File: src/ppm_pkg.sv
// Shared constants and types for the port pin mode logic.
// Assumes pins are numbered 0..7 for port 1 and 8..14 for port 3 bits 0..6.
package ppm_pkg;

    // Pin counts and the flat pin numbering
    localparam int P1_W = 8;
    localparam int P3_W = 7;
    localparam int PIN_N = 15;
    localparam int P3_BASE = 8;
    localparam int BYTE_W = 8;

    // Flat pin indices of the alternate functions
    localparam int IDX_CMP_PLUS = 0;
    localparam int IDX_CMP_MINUS = 1;
    localparam int IDX_SPI_SS = 4;
    localparam int IDX_SPI_MOSI = 5;
    localparam int IDX_SPI_MISO = 6;
    localparam int IDX_SPI_SCK = 7;
    localparam int IDX_UART_RX = 8;
    localparam int IDX_UART_TX = 9;
    localparam int IDX_EXT_INT_A = 10;
    localparam int IDX_EXT_INT_B = 11;
    localparam int IDX_TIMER_A = 12;
    localparam int IDX_TIMER_B = 13;
    localparam int IDX_CMP_RESULT = 14;

    // Reset values of the flat per-pin registers
    localparam logic [PIN_N-1:0] PORT_RESET = 15'h7fff;
    localparam logic [PIN_N-1:0] MODE_A_RESET = 15'h7fff;
    localparam logic [PIN_N-1:0] MODE_B_RESET = 15'h0000;

    // Port select on the write and read strobes
    localparam logic PORT_SEL_P1 = 1'b0;
    localparam logic PORT_SEL_P3 = 1'b1;

    // Mode code is {pin_mode_bit_a, pin_mode_bit_b}
    typedef enum logic [1:0] {
        PPM_QUASI = 2'b00,
        PPM_PUSH_PULL = 2'b01,
        PPM_INPUT_ONLY = 2'b10,
        PPM_OPEN_DRAIN = 2'b11
    } ppm_mode_t;

    typedef struct packed {
        logic strong_up;
        logic weak_up;
        logic vweak_up;
        logic pull_down;
        logic input_buffer_power_enable;
    } ppm_drive_t;

    typedef struct packed {
        logic comparator_input_plus_dig;
        logic comparator_input_minus_dig;
        logic spi_ss;
        logic spi_mosi;
        logic spi_miso;
        logic spi_sck;
        logic uart_rx;
        logic external_interrupt_a_pin;
        logic external_interrupt_b_pin;
        logic timer_a_count_input;
        logic timer_b_count_input;
    } ppm_alt_in_t;

endpackage : ppm_pkg

File: src/ppm_port_pin_mode_logic.sv
// Port pin mode logic: port and mode registers, pin drive decode, reads and alternate functions.
// Assumes the CPU gives same-clock strobes and flags read-modify-write reads itself.
//
// How it works
// - Open-drain: no pull-ups, pull-down only while the port bit is 0.
// - Push-pull: strong pull-up while port bit is 1, pull-down while 0.
// - Quasi, open-drain and push-pull share one pull-down: on when bit low.
// - In power-down the port 3 bit 2 and 3 input buffers stay enabled.
// - Comparator enable forces port 1 bit 0 and 1 input buffers off.
// - Plain reads return the sampled pin levels.
// - Read-modify-write reads return the port register.
// - Alternate functions are ANDed with the pin's port register bit.
// - Fixed routing of comparator, SPI, UART, interrupt and timer functions.
// - Port 3 bit 6 follows the comparator output and has no mode.
// - Mode code {a,b}: 00 quasi, 01 push-pull, 10 input, 11 open-drain.
// - Reset places every pin in input-only mode.
// - Quasi mode: strong pull-up for one clock on a 0 to 1 port change.
module ppm_port_pin_mode_logic #(
    parameter int P1_W = ppm_pkg::P1_W,
    parameter int P3_W = ppm_pkg::P3_W
) (
    // Clock and reset
    input wire logic ref_clk,
    input wire logic rst,
    // Port register writes
    input wire logic port_wr_en,
    input wire logic port_wr_sel,
    input wire logic [7:0] port_wr_data,
    // Mode register writes
    input wire logic mode_wr_en,
    input wire logic mode_wr_sel,
    input wire logic [7:0] mode_wr_bit_a,
    input wire logic [7:0] mode_wr_bit_b,
    // Port reads
    input wire logic rd_en,
    input wire logic rd_sel,
    input wire logic rd_rmw,
    output logic [7:0] rd_data,
    output logic rd_valid,
    // Chip state
    input wire logic power_down,
    input wire logic comparator_enable,
    input wire logic comparator_out,
    // Peripheral outputs, 1 where a pin has none
    input wire logic [P1_W-1:0] p1_alt_out,
    input wire logic [P3_W-1:0] p3_alt_out,
    // Peripheral inputs
    output ppm_pkg::ppm_alt_in_t alt_in,
    // Pins
    input wire logic [P1_W-1:0] p1_pin_in,
    input wire logic [P3_W-1:0] p3_pin_in,
    output ppm_pkg::ppm_drive_t [P1_W-1:0] p1_drive,
    output ppm_pkg::ppm_drive_t [P3_W-1:0] p3_drive,
    // Mode readback
    output logic [P1_W+P3_W-1:0] pin_mode_bit_a,
    output logic [P1_W+P3_W-1:0] pin_mode_bit_b
);

    localparam int N = ppm_pkg::PIN_N;
    localparam int B = ppm_pkg::P3_BASE;

    if (P1_W != ppm_pkg::P1_W || P3_W != ppm_pkg::P3_W)
    begin : g_width_check
        $error("Port widths are fixed by the pin routing");
    end

    logic [N-1:0] port_reg;
    logic [N-1:0] port_next;
    logic [N-1:0] mode_a_reg;
    logic [N-1:0] mode_a_next;
    logic [N-1:0] mode_b_reg;
    logic [N-1:0] mode_b_next;
    logic [N-1:0] level;
    logic [N-1:0] level_prev_reg;
    logic [N-1:0] pin_sync;
    logic [7:0] rd_data_reg;
    logic [7:0] rd_data_next;
    logic rd_valid_reg;
    logic rd_valid_next;
    ppm_pkg::ppm_alt_in_t alt_in_reg;
    ppm_pkg::ppm_alt_in_t alt_in_next;
    ppm_pkg::ppm_drive_t [N-1:0] drive_reg;
    ppm_pkg::ppm_drive_t [N-1:0] drive_next;
    ppm_pkg::ppm_mode_t mode_vec [N];

    ppm_sync #(
        .W(N)
    ) u_sync (
        .ref_clk(ref_clk),
        .rst(rst),
        .async_in({p3_pin_in, p1_pin_in}),
        .sync_out(pin_sync)
    );

    // alternate output gated by port bit
    assign level = port_reg & {p3_alt_out, p1_alt_out};

    always_comb
    begin
        port_next = port_reg;
        mode_a_next = mode_a_reg;
        mode_b_next = mode_b_reg;
        if (port_wr_en)
        begin
            if (port_wr_sel == ppm_pkg::PORT_SEL_P1)
                port_next[B-1:0] = port_wr_data;
            else
                port_next[N-1:B] = port_wr_data[P3_W-1:0];
        end
        if (mode_wr_en)
        begin
            if (mode_wr_sel == ppm_pkg::PORT_SEL_P1)
            begin
                mode_a_next[B-1:0] = mode_wr_bit_a;
                mode_b_next[B-1:0] = mode_wr_bit_b;
            end
            else
            begin
                mode_a_next[N-1:B] = mode_wr_bit_a[P3_W-1:0];
                mode_b_next[N-1:B] = mode_wr_bit_b[P3_W-1:0];
            end
        end
    end

    always_comb
    begin
        rd_valid_next = rd_en;
        rd_data_next = rd_data_reg;
        if (rd_en)
        begin
            if (rd_rmw)
            begin
                if (rd_sel == ppm_pkg::PORT_SEL_P1)
                    rd_data_next = port_reg[B-1:0];
                else
                    rd_data_next = {1'b0, port_reg[N-1:B]};
            end
            else
            begin
                if (rd_sel == ppm_pkg::PORT_SEL_P1)
                    rd_data_next = pin_sync[B-1:0];
                else
                    rd_data_next = {1'b0, pin_sync[N-1:B]};
            end
        end
    end

    always_comb
    begin
        alt_in_next.comparator_input_plus_dig = pin_sync[ppm_pkg::IDX_CMP_PLUS] & port_reg[ppm_pkg::IDX_CMP_PLUS];
        alt_in_next.comparator_input_minus_dig = pin_sync[ppm_pkg::IDX_CMP_MINUS] & port_reg[ppm_pkg::IDX_CMP_MINUS];
        alt_in_next.spi_ss = pin_sync[ppm_pkg::IDX_SPI_SS] & port_reg[ppm_pkg::IDX_SPI_SS];
        alt_in_next.spi_mosi = pin_sync[ppm_pkg::IDX_SPI_MOSI] & port_reg[ppm_pkg::IDX_SPI_MOSI];
        alt_in_next.spi_miso = pin_sync[ppm_pkg::IDX_SPI_MISO] & port_reg[ppm_pkg::IDX_SPI_MISO];
        alt_in_next.spi_sck = pin_sync[ppm_pkg::IDX_SPI_SCK] & port_reg[ppm_pkg::IDX_SPI_SCK];
        alt_in_next.uart_rx = pin_sync[ppm_pkg::IDX_UART_RX] & port_reg[ppm_pkg::IDX_UART_RX];
        alt_in_next.external_interrupt_a_pin = pin_sync[ppm_pkg::IDX_EXT_INT_A] & port_reg[ppm_pkg::IDX_EXT_INT_A];
        alt_in_next.external_interrupt_b_pin = pin_sync[ppm_pkg::IDX_EXT_INT_B] & port_reg[ppm_pkg::IDX_EXT_INT_B];
        alt_in_next.timer_a_count_input = pin_sync[ppm_pkg::IDX_TIMER_A] & port_reg[ppm_pkg::IDX_TIMER_A];
        alt_in_next.timer_b_count_input = pin_sync[ppm_pkg::IDX_TIMER_B] & port_reg[ppm_pkg::IDX_TIMER_B];
    end

    for (genvar i = 0; i < N; i++)
    begin : g_pin
        assign mode_vec[i] = ppm_pkg::ppm_mode_t'({mode_a_reg[i], mode_b_reg[i]});

        ppm_pin_cell #(
            .WAKE_PIN(i == ppm_pkg::IDX_EXT_INT_A || i == ppm_pkg::IDX_EXT_INT_B),
            .ANALOG_PIN(i == ppm_pkg::IDX_CMP_PLUS || i == ppm_pkg::IDX_CMP_MINUS),
            .CMP_PIN(i == ppm_pkg::IDX_CMP_RESULT)
        ) u_cell (
            .mode(mode_vec[i]),
            .level(level[i]),
            .level_prev(level_prev_reg[i]),
            .pin_high(pin_sync[i]),
            .power_down(power_down),
            .comparator_enable(comparator_enable),
            .comparator_out(comparator_out),
            .drive(drive_next[i])
        );

        if (i != ppm_pkg::IDX_CMP_RESULT)
        begin : g_chk

        end
    end

    always_ff @(posedge ref_clk)
    begin
        if (rst)
        begin
            port_reg <= ppm_pkg::PORT_RESET;
            mode_a_reg <= ppm_pkg::MODE_A_RESET;
            mode_b_reg <= ppm_pkg::MODE_B_RESET;
            level_prev_reg <= ppm_pkg::PORT_RESET;
            rd_data_reg <= '0;
            rd_valid_reg <= 1'b0;
            alt_in_reg <= '0;
            drive_reg <= '0;
        end
        else
        begin
            port_reg <= port_next;
            mode_a_reg <= mode_a_next;
            mode_b_reg <= mode_b_next;
            level_prev_reg <= level;
            rd_data_reg <= rd_data_next;
            rd_valid_reg <= rd_valid_next;
            alt_in_reg <= alt_in_next;
            drive_reg <= drive_next;
        end
    end

    assign rd_data = rd_data_reg;
    assign rd_valid = rd_valid_reg;
    assign alt_in = alt_in_reg;
    assign p1_drive = drive_reg[B-1:0];
    assign p3_drive = drive_reg[N-1:B];
    assign pin_mode_bit_a = mode_a_reg;
    assign pin_mode_bit_b = mode_b_reg;
endmodule : ppm_port_pin_mode_logic

File: src/ppm_sync.sv
// Two-stage synchroniser for a vector of pin levels.
// Assumes the inputs are asynchronous to ref_clk.
module ppm_sync #(
    parameter int W = 15
) (
    // Clock and reset
    input wire logic ref_clk,
    input wire logic rst,
    // Levels
    input wire logic [W-1:0] async_in,
    output logic [W-1:0] sync_out
);

    logic [W-1:0] meta_reg;
    logic [W-1:0] sync_reg;

    always_ff @(posedge ref_clk)
    begin
        if (rst)
        begin
            meta_reg <= '0;
            sync_reg <= '0;
        end
        else
        begin
            meta_reg <= async_in;
            sync_reg <= meta_reg;
        end
    end

    assign sync_out = sync_reg;

endmodule : ppm_sync

File: src/ppm_pin_cell.sv
// Combinational drive decode for one port pin.
// Assumes level and level_prev come from ref_clk flops and pin_high is synchronised.
module ppm_pin_cell #(
    parameter bit WAKE_PIN = 1'b0,
    parameter bit ANALOG_PIN = 1'b0,
    parameter bit CMP_PIN = 1'b0
) (
    // Pin state
    input wire ppm_pkg::ppm_mode_t mode,
    input wire logic level,
    input wire logic level_prev,
    input wire logic pin_high,
    // Chip state
    input wire logic power_down,
    input wire logic comparator_enable,
    input wire logic comparator_out,
    // Result
    output ppm_pkg::ppm_drive_t drive
);

    logic pd_common;

    assign pd_common = !level;

    always_comb
    begin
        drive = '0;
        drive.input_buffer_power_enable = !power_down || WAKE_PIN;
        if (ANALOG_PIN && comparator_enable)
            drive.input_buffer_power_enable = 1'b0;
        if (CMP_PIN)
        begin
            drive.strong_up = comparator_out;
            drive.pull_down = !comparator_out;
        end
        else
        begin
            case (mode)
                ppm_pkg::PPM_QUASI:
                begin
                    drive.vweak_up = level;
                    drive.weak_up = level && pin_high;
                    drive.strong_up = level && !level_prev;
                    drive.pull_down = pd_common;
                end
                ppm_pkg::PPM_PUSH_PULL:
                begin
                    drive.strong_up = level;
                    drive.pull_down = pd_common;
                end
                ppm_pkg::PPM_OPEN_DRAIN:
                begin
                    drive.pull_down = pd_common;
                end
                ppm_pkg::PPM_INPUT_ONLY:
                begin
                    drive.pull_down = 1'b0;
                end
                default:
                begin
                    drive.pull_down = 1'b0;
                end
            endcase
        end
    end

endmodule : ppm_pin_cell

File: config.mk
export PLATFORM = sky130hd
export DESIGN_NAME = ppm_port_pin_mode_logic
export DESIGN_NICKNAME = d
export VERILOG_FILES = /design/src/ppm_pkg.sv /design/src/ppm_port_pin_mode_logic.sv /design/src/ppm_sync.sv /design/src/ppm_pin_cell.sv
export SDC_FILE = /design/constraint.sdc
export NUM_CORES = 1
export LEC_CHECK = 0
export BUFFER_PORTS_ARGS = -buffer_cell sky130_fd_sc_hd__clkbuf_2
export CAP_MARGIN = 5
export CORE_MARGIN = 2
export CORE_UTILIZATION = 41
export CTS_CLUSTER_SIZE = 25
export DETAILED_ROUTE_END_ITERATION = 6
export PLACE_DENSITY = 0.68
export SETUP_SLACK_MARGIN = 0.1
export SLEW_MARGIN = 20
export SYNTH_ARGS = -nofsm -noshare
export SYNTH_HDL_FRONTEND = slang
export SYNTH_HIERARCHICAL = 1
export SYNTH_SLANG_ARGS = --single-unit
export TNS_END_PERCENT = 20
File: constraint.sdc
create_clock -name ref_clk -period 1 [get_ports ref_clk]
set_input_delay 0.1 -clock ref_clk [delete_from_list [all_inputs] [get_ports ref_clk]]
set_output_delay 0.1 -clock ref_clk [all_outputs]
set_load 0.02 [all_outputs]
==> reports/metrics.csv <==
stage,metric,value,unit
status,status,"finished, violations left",
status,violations,negative setup slack,
hold_path,hold_path.startpoint,p3_alt_out[2],
layout,layout.cells.non_filler,1154,
floorplan,die_y,129.9,µm
power,internal_power,13.33,mW
logic_synthesis,synth_cells,637,
setup_path,r2r_slack,-0.14,ns
logic_synthesis,postSynthAreaPerCell,10.21,µm²
setup_path,end_kind,flip-flop,
timing,rsz0062_at_grt,yes,
timing,fin_tns_setup,-1.518,ns
floorplan,die-area,0.01689,mm²
drt,first_pass_iters,4,
cts,cts_buffers,17,
power,pwr-share-seq,0.448,
timing,finalHoldViolations,0,
hold_path,hold_path.class,primary input to flip-flop,
setup_path,path_class,flip-flop to flip-flop,
run,drv_cap,0,
floorplan,pin_count,191,
power,cellPowerDensity,1622,mW/mm²
global_routing,antenna_found_initial,0,
timing,fin_crit_sh,1.143,
layout,area_delta_synth_final,67.62,%
timing,finalMaxSlewViolations,0,
power,vdd_drop_max,1.192,mV
timing,max-slew-margin-rel,0.6451,
timing,max_slew.worst_pin.slew,0.5313,ns
global_routing,overflow,0,
placement,port_buffers,189,
timing,post-route-min-period,1.143,ns
setup_path,r2r-end,rd_data[3]$_SDFFE_PP0P_,
drt,wl_per_cell,16.65,µm
logic_synthesis,ys_warn_count,6,
hold_path,whs_path_depth,3,
drt,vias,5278,
drt,drt_iter0_markers,270,
placement,globalplace.congestion,0.7901,
logic_synthesis,synthesis.area,0.006504,mm²
cts,root_buffer,clkbuf_16,
layout,largest_register_ffs,40,
timing,skew,0.008029,ns
cts,clkTransAtPathRegs,0.07,ns
placement,place_area,0.007853,mm²
setup_path,crit_required,1.32,ns
cts,cts_buffer_depth,2,
setup_path,r2r-start,port_reg[11]$_SDFFE_PP1P_,
cts,clkLatencyLatePin,0.43,ns
timing,setup_viol,39,
floorplan,core-area,0.01571,mm²
global_routing,track_usage,0.2248,
setup_path,crit_arrival,1.46,ns
layout,diodes,0,
power,leakagePower,4.765,nW
power,p_comb_frac,0.135,
layout,finalNetCount,991,
setup_path,path_max_fanout,3,
global_routing,grt_pass1_vias,5316,
layout,final_area,0.01090,mm²
drt,wirelength,19.22,mm
power,clock_power_share,0.417,
setup_path,cp-start-kind,flip-flop,
cts,cts.sink_count,184,
placement,place_inst,1042,
power,power.share.switching,0.2464,
floorplan,initial_core_util,0.4139,
drt,drc_errors,0,
timing,worst_slack,-0.1433,ns
cts,cts_tree,yes,
floorplan,fp.dieW,129.9,µm
hold_path,min_to,level_prev_reg[10]$_SDFF_PP1_,
drt,postRouteAntennaNets,0,
floorplan,rows,46,
layout,layout-drive-gt1-share,0.5725,
placement,hpwl,11.62,mm
layout,final_util,0.6938,
global_routing,grt_max_degree,38,
timing,fmax,874.6,MHz
setup_path,reg2reg_depth,3,
timing,timing.hold.ws,0.01970,ns
global_routing,grt_pass1_wl,28.51,mm
power,p_sw,4.357,mW
cts,h-tree-depth,4,
drt,routed_via_density,4.574,
-- final cells by class --
cell class                      count  area [µm²]
Multi-Input combinational cell    392        2684
Timing Repair Buffer              304        3267
Clock inverter                     14       212.7
Sequential cell                   184        3931
Fill cell                        1096        4811
Tap cell                          216       270.3
Clock buffer                       18       439.2
Inverter                           26       97.59
-- how the worst max path moves through the flow --
stage | start | endpoint | depth (start not counted)
2_1_floorplan | port_reg[8]$_SDFFE_PP1P_ | rd_data[0]$_SDFFE_PP0P_ | 3
3_5_place_dp | rd_sel | rd_data[2]$_SDFFE_PP0P_ | 4
5_1_grt | port_reg[11]$_SDFFE_PP1P_ | rd_data[3]$_SDFFE_PP0P_ | 3
3_3_place_gp | rd_sel | rd_data[1]$_SDFFE_PP0P_ | 4
6_report | port_reg[11]$_SDFFE_PP1P_ | rd_data[3]$_SDFFE_PP0P_ | 3
4_1_cts | port_reg[2]$_SDFFE_PP1P_ | rd_data[2]$_SDFFE_PP0P_ | 3
-- routing by layer --
metal / part of all wire / global-route usage / routed length (µm)
met5: 0 / 0 / 0
met4: 0.023 / 0.08792 / 450
met3: 0.058 / 0.06191 / 1115
met1: 0.41 / 0.2708 / 7925
met2: 0.51 / 0.3828 / 9726
-- through the flow --
step	total power, mW	setup WS, ns
finish	17.69	-0.1433
global placement	9.586	-0.2309
CTS	17.49	-0.1096
detailed placement	9.610	-0.2604
global route	18.32	-0.1868
floorplan	8.966	-0.03812
-- critical path, stage by stage (launching register included) --
cell,delay (ns)
dfxtp_4,0.35
mux4_2,0.45
mux2i_1,0.17
nor2_1,0.06
-- cell usage in the layout, fill, tap and decap left out, types with 12 or more instances in the layout --
cell	n
and2_4	14
buf_6	12
dfxtp_2	108
nor2_1	29
nor2b_2	36
buf_8	122
nand2_1	89
nor3b_2	14
dlygate4sd3_1	45
a21oi_1	30
dfxtp_4	30
clkbuf_16	17
nor2b_1	70
inv_1	25
a21oi_2	14
buf_4	55
dfxtp_1	46
or2_1	14
clkbuf_2	63
nand2b_4	14
nand3b_1	24
-- power groups by stage --
stage,Sequential (mW),Clock [mW],Combinational (mW)
after global placement,8.03,0,1.55
after global routing,7.94,7.83,2.55
after floorplan,8.22,0,0.751
final,7.92,7.38,2.39
after detailed placement,8.04,0,1.57
after CTS,7.87,7.45,2.18
-- timing repair --
item	in CTS	in global routing
setup buffers	26	9
endpoints found under the setup margin	189	193
endpoints found under the hold margin	59	0
gates resized for setup	391	203
pin swaps	10	15
hold buffers	45	0
Power figures use the tool's default switching activity.
